===== src/core/pgom_pkg.sv =====
// Package with the register map, field positions and reset values of the power-good mask.
package pgom_pkg;
   localparam logic [7:0] MASK_A_ADDR = 8'haa;
   localparam logic [7:0] MASK_B_ADDR = 8'hab;
   // Mask A fields.
   localparam int STEP_DOWN_ONE_IGNORE = 0;
   localparam int STEP_DOWN_SIX_IGNORE = 5;
   localparam int SWITCH_GROUP_A_ONE_IGNORE = 6;
   localparam int AUX_LDO_TWO_IGNORE = 7;
   // Mask B fields.
   localparam int AUX_LDO_THREE_IGNORE = 0;
   localparam int SWITCH_GROUP_B_ONE_IGNORE = 1;
   localparam int SHARED_SWITCH_OR_LDO_IGNORE = 2;
   localparam int TERMINATION_RAIL_IGNORE = 3;
   localparam int CONTROL_INPUT_ONE_IGNORE = 4;
   localparam int CONTROL_INPUT_FIVE_IGNORE = 7;
   // Default factory images; the real values are set per variant at the top level.
   localparam logic [7:0] MASK_A_RESET = 8'hff;
   localparam logic [7:0] MASK_B_RESET = 8'hff;
   localparam logic [1:0] CTL36_RESET = 2'h3;
   localparam int SYNC_STAGES = 3;
   localparam int NUM_SOURCES = 18;
endpackage


===== src/core/pgom_sync_if.sv =====
// Interface carrying raw and synchronised source levels between the top and the synchroniser.
interface pgom_sync_if #(parameter int W = 18);
   logic [W-1:0] raw;
   logic [W-1:0] stable;
   modport top (output raw, input stable);
   modport sync (input raw, output stable);
endinterface


===== src/core/pgom_sync.sv =====
// Three-stage synchroniser that accepts a change once the last two stages agree.
module pgom_sync #(
   parameter int W = 18,
   parameter logic [17:0] INIT = 18'h00000
) (
   // Clock and reset.
   input wire logic clock,
   input wire logic arst_n,
   // Source levels.
   pgom_sync_if.sync port
);
   logic [W-1:0] s1_q, s2_q, s3_q, st_q;
   logic [W-1:0] s1_d, s2_d, s3_d, st_d;

   always_comb begin
      s1_d = port.raw;
      s2_d = s1_q;
      s3_d = s2_q;
      st_d = st_q;
      for (int i = 0; i < W; i++) begin
         if (s2_q[i] == s3_q[i]) begin
            st_d[i] = s3_q[i];
         end
      end
   end

   // Sources start as not good so the output cannot glitch high out of reset.
   always_ff @(posedge clock or negedge arst_n) begin
      if (!arst_n) begin
         s1_q <= INIT[W-1:0];
         s2_q <= INIT[W-1:0];
         s3_q <= INIT[W-1:0];
         st_q <= INIT[W-1:0];
      end else begin
         s1_q <= s1_d;
         s2_q <= s2_d;
         s3_q <= s3_d;
         st_q <= st_d;
      end
   end

   assign port.stable = st_q;
endmodule


===== src/core/pgom_top.sv =====
// Power-good mask logic for the third power-good output pin.
// Operation
// Mask A bits 0-5 gate step-down one..six.
// Mask A bit 6 gates load switch one.
// Mask A bit 7 gates LDO two.
// Mask B bit 0 gates LDO three.
// Mask B bit 1 gates group-B switch one.
// Mask B bit 2 gates variant-shared source.
// Mask B bit 3 gates termination rail.
// Mask B bits 4-7 gate control inputs 1,2,4,5.
// Masks reset to factory values, stay read/write.
// Separate bits gate control inputs three, six.
// Output good only when all unmasked sources good.
module pgom_top #(
   parameter logic [7:0] MASK_A_INIT = pgom_pkg::MASK_A_RESET,
   parameter logic [7:0] MASK_B_INIT = pgom_pkg::MASK_B_RESET,
   parameter logic [1:0] CTL36_INIT = pgom_pkg::CTL36_RESET
) (
   // Clock and reset.
   input wire logic clock,
   input wire logic arst_n,
   // Register port.
   input wire logic [7:0] reg_addr,
   input wire logic reg_wr,
   input wire logic [7:0] reg_wdata,
   output logic [7:0] reg_rdata,
   // Masks for control inputs three and six held elsewhere in the device.
   input wire logic control_input_three_ignore,
   input wire logic control_input_six_ignore,
   // Source power-good levels.
   input wire logic [5:0] step_down_pg,
   input wire logic switch_group_a_one_pg,
   input wire logic aux_ldo_two_pg,
   input wire logic aux_ldo_three_pg,
   input wire logic switch_group_b_one_pg,
   input wire logic shared_switch_or_ldo_pg,
   input wire logic termination_rail_pg,
   input wire logic [3:0] control_input_1245,
   input wire logic control_input_three,
   input wire logic control_input_six,
   // Power-good output and current mask images.
   output logic third_pg_output_pin,
   output logic [7:0] mask_a,
   output logic [7:0] mask_b
);
   ////////////////////////////////////////////////////////////////////////////////
   logic [7:0] mask_a_q, mask_a_d, mask_b_q, mask_b_d, rdata_q, rdata_d;
   logic [1:0] ctl36_q, ctl36_d;
   logic pg_q, pg_d;
   logic [17:0] ign;
   pgom_sync_if #(.W(pgom_pkg::NUM_SOURCES)) sif ();

   function automatic logic [7:0] read_mux(input logic [7:0] a, input logic [7:0] ma,
                                            input logic [7:0] mb);
      read_mux = 8'h00;
      if (a == pgom_pkg::MASK_A_ADDR) begin
         read_mux = ma;
      end else if (a == pgom_pkg::MASK_B_ADDR) begin
         read_mux = mb;
      end
   endfunction

   ////////////////////////////////////////////////////////////////////////////////
   // Sources from the rails and pins are all asynchronous to the logic clock.
   assign sif.raw = {control_input_six, control_input_three, control_input_1245,
                     termination_rail_pg, shared_switch_or_ldo_pg, switch_group_b_one_pg,
                     aux_ldo_three_pg, aux_ldo_two_pg, switch_group_a_one_pg, step_down_pg};

   pgom_sync #(.W(pgom_pkg::NUM_SOURCES), .INIT(18'h00000)) u_sync (
      .clock(clock),
      .arst_n(arst_n),
      .port(sif.sync)
   );

   ////////////////////////////////////////////////////////////////////////////////
   always_comb begin
      mask_a_d = mask_a_q;
      mask_b_d = mask_b_q;
      if (reg_wr && reg_addr == pgom_pkg::MASK_A_ADDR) begin
         mask_a_d = reg_wdata;
      end
      if (reg_wr && reg_addr == pgom_pkg::MASK_B_ADDR) begin
         mask_b_d = reg_wdata;
      end
      rdata_d = read_mux(reg_addr, mask_a_d, mask_b_d);
      ctl36_d = {control_input_six_ignore, control_input_three_ignore};
   end

   // Ignore vector in the same order as the synchronised sources.
   always_comb begin
      ign = 18'h00000;
      ign[5:0] = mask_a_q[pgom_pkg::STEP_DOWN_SIX_IGNORE:pgom_pkg::STEP_DOWN_ONE_IGNORE];
      ign[6] = mask_a_q[pgom_pkg::SWITCH_GROUP_A_ONE_IGNORE];
      ign[7] = mask_a_q[pgom_pkg::AUX_LDO_TWO_IGNORE];
      ign[8] = mask_b_q[pgom_pkg::AUX_LDO_THREE_IGNORE];
      ign[9] = mask_b_q[pgom_pkg::SWITCH_GROUP_B_ONE_IGNORE];
      ign[10] = mask_b_q[pgom_pkg::SHARED_SWITCH_OR_LDO_IGNORE];
      ign[11] = mask_b_q[pgom_pkg::TERMINATION_RAIL_IGNORE];
      ign[15:12] =
         mask_b_q[pgom_pkg::CONTROL_INPUT_FIVE_IGNORE:pgom_pkg::CONTROL_INPUT_ONE_IGNORE];
      ign[17:16] = ctl36_q;
      // Masked sources are forced good so their level cannot matter.
      pg_d = &(sif.stable | ign);
   end

   ////////////////////////////////////////////////////////////////////////////////
   // The variant image is a parameter, so reset loads a constant as it must.
   always_ff @(posedge clock or negedge arst_n) begin
      if (!arst_n) begin
         mask_a_q <= MASK_A_INIT;
         mask_b_q <= MASK_B_INIT;
         ctl36_q <= CTL36_INIT;
         rdata_q <= 8'h00;
         pg_q <= 1'b0;
      end else begin
         mask_a_q <= mask_a_d;
         mask_b_q <= mask_b_d;
         ctl36_q <= ctl36_d;
         rdata_q <= rdata_d;
         pg_q <= pg_d;
      end
   end

   assign reg_rdata = rdata_q;
   assign third_pg_output_pin = pg_q;
   assign mask_a = mask_a_q;
   assign mask_b = mask_b_q;
endmodule


===== config.mk =====
export PLATFORM = sky130hd
export DESIGN_NAME = pgom_top
export DESIGN_NICKNAME = d
export VERILOG_FILES = /design/src/core/pgom_pkg.sv /design/src/core/pgom_sync_if.sv /design/src/core/pgom_sync.sv /design/src/core/pgom_top.sv
export SDC_FILE = /design/constraint.sdc
export NUM_CORES = 1
export LEC_CHECK = 0
export ABC_AREA = 1
export BUFFER_PORTS_ARGS = -buffer_cell sky130_fd_sc_hd__buf_4
export CORE_AREA = 10 10 67 124
export DETAILED_ROUTE_END_ITERATION = 16
export DIE_AREA = 0 0 77 134
export PLACE_DENSITY = 0.82
export SYNTH_ARGS = -nofsm -noshare
export SYNTH_HDL_FRONTEND = slang
export SYNTH_HIERARCHICAL = 1
export SYNTH_SLANG_ARGS = --single-unit
export TNS_END_PERCENT = 20

===== constraint.sdc =====
create_clock -name clock -period 2.5 [get_ports clock]
set_input_delay 0.5 -clock clock [delete_from_list [all_inputs] [get_ports clock]]
set_output_delay 0.5 -clock clock [all_outputs]
set_load 0.005 [all_outputs]

# After elaboration in Yosys (flattened, before gate mapping)
# Index checks and enable logic that the tools add are counted.
[classes]
n_reduce_logical = 3
n_bitwise = 1
muxes = 4
n_eq_ne = 20
[ops]
columns = ["operator", "n"]
rows = [
  ["8-bit 2-to-1 mux", 4],
  ["1-bit equality test", 18],
  ["18-bit bitwise OR", 1],
  ["18-bit AND reduction", 1],
  ["8-bit equality test (second input constant)", 2],
  ["1-bit logical AND", 2],
]
[totals]
reg_bits = 99
elab_cells = 54
inputBits = 39
out_inout_bits = 25

# Depth between registers and ports, before layout
# Gate-level depths: netlist of the first run.
[depth]
word_depth = 5
ltp_mapped = 8
depth_no_buf = 7

# Hierarchy
# Netlist of the first run, hierarchy kept.
[modules_own_cells]
columns = ["module", "cells_each", "area_each_um2", "seq_area_each_um2", "n_inst"]
rows = [
  ["pgom_sync", 144, 2094.5, 1801.7, 1],
  ["pgom_top", 169, 1456.4, 698.2, 1],
]

# Worst setup path before layout of the first run
# OpenSTA, ideal clock, no wires.
[synth_timing]
path_type = "input -> register"
from = "input port reg_addr[6]"
to = "register rdata_q[5], in the netlist reg_rdata[5]"
path_stages = 8
slack_ns = 1.214
t_required_ns = 2.383
setup_ns = 0.117
n_path_buf = 2
arrival_ns = 1.169
path_cell_list = "inv_1 nand2_1 nor2_2 buf_6 buf_6 nand4_1 nand3_1 nand2_1"
[synth_via]
elab_chain_len = 5
elab_cells_between_ends = 8
classes_between = "2 x eq/ne; 4 x mux; 2 x reduce/logical"
[synth_lines]
columns = ["item", "line", "rtl"]
rows = [
  ["start, declared", "pgom_top.sv:23", "input wire logic [7:0] reg_addr,"],
  ["8-bit equality test", "pgom_top.sv:58, pgom_top.sv:82", ""],
  ["1-bit logical AND", "pgom_top.sv:82", "if (reg_wr && reg_addr == pgom_pkg::MASK_B_ADDR) begin"],
  ["8-bit 2-to-1 mux", "pgom_top.sv:82", ""],
  ["8-bit 2-to-1 mux", "pgom_top.sv:58", "end else if (a == pgom_pkg::MASK_B_ADDR) begin"],
  ["8-bit 2-to-1 mux *", "pgom_top.sv:56", "if (a == pgom_pkg::MASK_A_ADDR) begin"],
  ["named net rdata_d[5]", "pgom_top.sv:47", "logic [7:0] mask_a_q, mask_a_d, mask_b_q, mask_b_d, rdata_q, rdata_d;"],
  ["end signal, assigned", "pgom_top.sv:119", "rdata_q <= rdata_d;"],
  ["end, declared", "pgom_top.sv:47", ""],
]
# Mark *: on every way through the listed nets, which the timed path passes. The rest lies on a longest branch.
# A chain may end at the register's enable or synchronous reset.

# Worst setup path in the final report of the first run
[layout_timing]
from = "register mask_b_q[6], in the netlist mask_b[6]"
to = "output port mask_b[6]"
[layout_rtl]
columns = ["item", "line", "rtl"]
rows = [
  ["start, declared", "pgom_top.sv:47", ""],
  ["start signal, assigned", "pgom_top.sv:117", "mask_b_q <= mask_b_d;"],
  ["end, declared", "pgom_top.sv:44", "output logic [7:0] mask_b"],
]
# No word-level cell between the ends.

==> flow_summary.toml, run 1 <==
[yosys]
yosys.cell_types.count = 24
ys.warnings.count = 6
ys_seq_area_share_pct = 70.4
synthFlopType = "dfrtp_1"
synth-edff-count = 0
syn_inst = 313
synthArstFlopShare_pct = 100
syn_nets = 352
syn_avg_cell_area_um2 = 11.3
ys_ff_latch = 99
synth_area_um2 = 3550

[power_and_ir_drop]
power_frac_clock_pct = 40.5
peakVddDrop_mv = 0.624
power.density_nw_per_um2 = 756
power_leakage_nw = 2.25
switching_share_pct = 21.4
power_frac_comb_pct = 6.7
power_frac_seq_pct = 52.8
p_sw_w = 0.000715
intPower_w = 0.00262

[clock_tree]
htree_levels = 3
cts_buffers = 9
post_cts_buffers = 0
cts.sinks = 99
hold_buffers = 0
insertion_delay_ns = 0.34
clk_path_buf_depth = 2
clk_pin_slew_ns = 0.06
cts_resized = 0
cts_tree = "built"
root_buffer = "clkbuf_16"

[timing]
layout_min_cycle_time_ns = 1.51
rsz0062_at_grt = "false"
fin_skew_ns = 0.00561
slew_violations = 0
setup_violations = 0
fmax_mhz = 662
period_share_pct = 60.4
tightestPinTransition_ns = 0.516
hold_violations = 0
setup_slack_ns = 0.989
max-slew-margin-rel_pct = 65.6
tns_ns = 0

[floorplanning]
fp.dieW_um = 77
start_util_pct = 56.3
chipHeight_um = 134
fp.dieArea_um2 = 10300
fp.coreArea_um2 = 6310
rows = 41
pin_count = 64

[status]
status = "complete, no violations"

[layout]
stdcell_area_um2 = 4410
fin_nets = 423
area_growth_pct = 24.1
n_fill_cell = 484
final_util_pct = 69.9
drive_above_1_share_pct = 27.2
antenna_cells = 0

[route]
ant_nets = 0
first_pass_iters = 4
dr.first_iter.drc_count = 211
route.detailed.drc = 0
routed_wirelength_mm = 6.85
vias_per_cell = 4.89
wl_per_cell_um = 14.4
vias = 2324

[worst_setup_path]
start_kind = "register"
cp_data_required_time_ns = 2.00
r2r_slack_ns = 1.33
critPathKind = "register to output port"
path_cells = "buf_4"
r2r_cells = 6
path_max_fanout = 3
endpoint_kind = "output port"
path_buf_inv = 1
critical_path.slowest_cell = "dfstp_2"
crit_arrival_ns = 1.01
critPathMaxStageDelay_ns = 0.56
crit_family = "flip-flops"
reg2reg_to = "third_pg_output_pin$_DFF_PN0_"
r2r_start = "mask_b[3]$_DFF_PN1_"

[hold_path]
hp-class = "input pin to asynchronous set/reset pin"

[grt]
grt_first_pass_wirelength_mm = 11.7
grt_pass1_vias = 2467
grt_max_degree = 43
grt_usage_pct = 14.4
grt_antenna_before_repair = 0
overflow = 0

[placed_design]
dp_slack_ns = 0.770
place.gp.congestion = 0.783
post_dp_cell_area_um2 = 4120
port_buffers = 63
dp_hpwl_mm = 5.20

[run]
max_cap_viol_count = 0
-- stage by stage --
stage	total power (W)	std cells	hold WS, ns
2_1_floorplan	0.00187	313	0.204
3_3_place_gp	0.00200	459	0.333
3_5_place_dp	0.00202	459	0.335
4_1_cts	0.00337	475	0.139
5_1_grt	0.00346	475	0.165
6_report	0.00333	475	0.126
-- flip-flops by register name, indices dropped and copies added (netlist names) --
register,cells
ctl36_q,2
mask_a,8
reg_rdata,8
mask_b,8
u_sync/s2_q,18
third_pg_output_pin,1
u_sync/port.stable,18
u_sync/s3_q,18
u_sync/s1_q,18
-- cell usage after synthesis, types with 2 or more instances --
cell type | n | area share (%)
buf_2 | 2 | 0.28
and2_1 | 17 | 3.0
nor2_1 | 29 | 3.1
dfrtp_1 | 81 | 57
buf_6 | 3 | 0.95
nand3_1 | 17 | 2.4
o22ai_1 | 4 | 0.70
inv_1 | 47 | 5.0
nor2_8 | 2 | 1.1
nand4_1 | 15 | 2.6
nand2_1 | 49 | 5.2
a21oi_1 | 18 | 2.5
dfstp_2 | 18 | 13
-- final cells by class --
type / instances / area [um2] / share of cell area (%)
Tap cell: 86 / 108 / 2.44
Clock inverter: 2 / 38.8 / 0.880
Sequential cell: 99 / 2500 / 56.7
Multi-Input combinational cell: 160 / 820 / 18.6
Clock buffer: 14 / 254 / 5.76
Inverter: 48 / 180 / 4.09
Timing Repair Buffer: 66 / 508 / 11.5
-- placed cells by master, fill, tap and decap left out, types with 9 or more instances in the layout --
cell type,count
clkbuf_16,9
inv_1,47
nand3_1,17
nand2_1,49
dfrtp_1,81
a21oi_1,18
nor2_1,29
and2_1,17
nand4_1,15
dfstp_2,18
buf_4,65
-- layer usage --
metal  track usage, %  part of all wire (%)  vias to the layer above
li1                 -                     -                     1124
met1             15.8                    39                     1113
met2             23.9                    52                       72
met3             3.95                   5.5                       15
met4             9.18                   2.6                        0
met5                0                     0                        -
-- cell families (layout without fill, tap and decap cells) --
family | after synthesis | after routing | synth area share (%)
and+or+nand+nor | 137 | 137 | 19.6
DFF | 99 | 99 | 70.4
AOI/OAI and AO/OA | 23 | 23 | 3.49
buffers and inverters | 54 | 130 | 6.52
-- how the worst max path moves through the flow --
stage                             endpoint                 from  cells past startpoint
global route                     mask_b[5]  mask_b[5]$_DFF_PN1_                      1
global placement       mask_b[0]$_DFF_PN1_          reg_addr[6]                      8
detailed placement  reg_rdata[5]$_DFF_PN0_          reg_addr[6]                      9
finish                           mask_b[6]  mask_b[6]$_DFF_PN1_                      1
floorplan           reg_rdata[5]$_DFF_PN0_          reg_addr[6]                      8
CTS                              mask_b[6]  mask_b[6]$_DFF_PN1_                      1
-- power by group through the flow --
stage / registers [W] / clock network (W) / logic [W]
after floorplan: 0.00178 / 0 / 0.0000978
after global placement: 0.00178 / 0 / 0.000220
after detailed placement: 0.00179 / 0 / 0.000229
after CTS: 0.00176 / 0.00138 / 0.000231
after global routing: 0.00177 / 0.00143 / 0.000257
final: 0.00176 / 0.00135 / 0.000224
Power figures use the tool's default switching activity.
==> inputs of run 2 (changes only) <==
--- a/config.mk
+++ b/config.mk
@@ -7,10 +7,10 @@
 export LEC_CHECK = 0
 export ABC_AREA = 1
 export BUFFER_PORTS_ARGS = -buffer_cell sky130_fd_sc_hd__buf_4
-export CORE_AREA = 10 10 67 124
+export CORE_AREA = 10 10 72 134
 export DETAILED_ROUTE_END_ITERATION = 16
-export DIE_AREA = 0 0 77 134
-export PLACE_DENSITY = 0.82
+export DIE_AREA = 0 0 82 144
+export PLACE_DENSITY = 0.74
 export SYNTH_ARGS = -nofsm -noshare
 export SYNTH_HDL_FRONTEND = slang
 export SYNTH_HIERARCHICAL = 1
==> constraint.sdc (replaced) <==
create_clock -name clock -period 1.22 [get_ports clock]
set_input_delay 0.244 -clock clock [delete_from_list [all_inputs] [get_ports clock]]
set_output_delay 0.244 -clock clock [all_outputs]
set_load 0.005 [all_outputs]
==> flow_summary.toml, run 2 (synthesis results as in run 1) <==
[status]
status = "finished, violations left"
violations = "negative setup slack"

[worst_setup_path]
path_cells = "buf_6"
critical_path.slowest_cell = "dfstp_2"
start_kind = "register"
critPathMaxStageDelay_ns = 0.57
path_max_fanout = 3
endpoint_kind = "output port"
path_buf_inv = 1
cp_data_required_time_ns = 0.98
critPathKind = "register to output port"
crit_family = "flip-flops"
crit_arrival_ns = 1.00

[floorplanning]
chipHeight_um = 144
fp.coreArea_um2 = 7540
pin_count = 64
fp.dieArea_um2 = 11800
fp.dieW_um = 82
rows = 45
start_util_pct = 47.1

[placed_design]
post_dp_cell_area_um2 = 4190
placed_cells = 474
dp_slack_ns = -0.0814
dp_hpwl_mm = 5.49
place.gp.congestion = 0.782
port_buffers = 63

[route]
ant_nets = 0
route.detailed.drc = 0
wl_per_cell_um = 14.5
wl_met2_mm = 3.94
vias_per_cell = 4.76
met1_length_mm = 2.71
top_layer = "met4"
routed_wirelength_mm = 7.16
vias = 2346
first_pass_iters = 4
dr.first_iter.drc_count = 151
met3_length_um = 324

[run]
max_cap_viol_count = 0

[clock_tree]
cts_tree = "built"
clk_path_buf_depth = 2
clk_pin_slew_ns = 0.06
root_buffer = "clkbuf_16"
insertion_delay_ns = 0.33
htree_levels = 3
cts_buffers = 9
cts.sinks = 99

[timing]
hold_violations = 0
fmax_mhz = 802
period_share_pct = 102
fin_skew_ns = 0.00527
tightestPinTransition_ns = 0.364
setup_violations = 14
layout_min_cycle_time_ns = 1.25
slew_violations = 0
hold_ws_ns = 0.0133
max-slew-margin-rel_pct = 75.8
setup_slack_ns = -0.0272
rsz0062_at_grt = "true"

[layout]
antenna_cells = 0
final_cell_mix = "81 x dfrtp_1, 57 x buf_4, 49 x nand2_1"
area_growth_pct = 28.7
drive_above_1_share_pct = 29.3
final_common_cell = "dfrtp_1"
fin_nets = 433
stdcell_area_um2 = 4570
final_cells = 493
regArea_um2 = 2500
n_fill_cell = 626
multi_input_area_um2 = 825

[hold_path]
hp-class = "input pin to register"

[grt]
grt_pass1_vias = 2536
overflow = 0
grt_usage_pct = 13.3
grt_max_degree = 31
grt_first_pass_wirelength_mm = 11.9
grt_antenna_before_repair = 0

[power_and_ir_drop]
power.density_nw_per_um2 = 1480
power_leakage_nw = 2.33
peakVddDrop_mv = 0.976
run 2: cell types whose count changed in the layout (fill, tap and decap cells not counted), moves of 2 or more:
cell	change
buf_4	-8
buf_6	+15
clkbuf_1	-2
dlygate4sd3_1	+2
clkbuf_8	+2
run 2: final timing paths:
check / end / depth (start not counted) / slack, ns / startpoint
max in group asynchronous: mask_b[0]$_DFF_PN1_ / 3 / 0.30 / arst_n
worst max register to register: third_pg_output_pin$_DFF_PN0_ / 6 / 0.04 / mask_b[1]$_DFF_PN1_
worst min register to register: u_sync/s2_q[1]$_DFF_PN0_ / 0 / 0.35 / u_sync/s1_q[1]$_DFF_PN0_
worst min-delay path: u_sync/s1_q[10]$_DFF_PN0_ / 1 / 0.01 / shared_switch_or_ldo_pg
min in group asynchronous: u_sync/s1_q[14]$_DFF_PN0_ / 2 / 0.37 / arst_n
worst max-delay path: mask_b[5] / 1 / -0.03 / mask_b[5]$_DFF_PN1_
run 2: per-stage QoR:
stage          setup TNS [ns]  total power (W)  utilization [%]
2_1_floorplan               0          0.00384                -
3_3_place_gp           -0.180          0.00414             55.5
3_5_place_dp           -0.914          0.00416             55.5
4_1_cts                -0.449          0.00688             60.3
5_1_grt                -0.688          0.00710             60.6
6_report               -0.156          0.00679             60.6
run 2: per-layer routing:
layer  global-route usage (%)  vias to the layer above
li1                         -                     1144
met1                     14.0                     1131
met2                     23.4                       57
met3                     3.30                       14
met4                     6.85                        0
met5                        0                        -
run 2: where the power goes:
part | switching (W) | internal (W) | total (W)
Combinational | 0.000251 | 0.000256 | 0.000507
Clock | 0.00110 | 0.00156 | 0.00266
Sequential | 0.000119 | 0.00350 | 0.00362
run 2: what timing repair did:
action	4_1_cts	5_1_grt
resized for setup	16	0
setup buffers	1	1
setup endpoints to repair	17	17
hold buffers	1	1
hold endpoints to repair	18	1
run 2: cell type report:
type / instances / share of cell area [%]
tap: 94 / 2.57
timing repair buffer: 76 / 14.4
multi-input combinational: 160 / 18.0
clock inverter: 2 / 0.383
clock buffer: 14 / 6.00
sequential: 99 / 54.7
inverter: 48 / 3.94
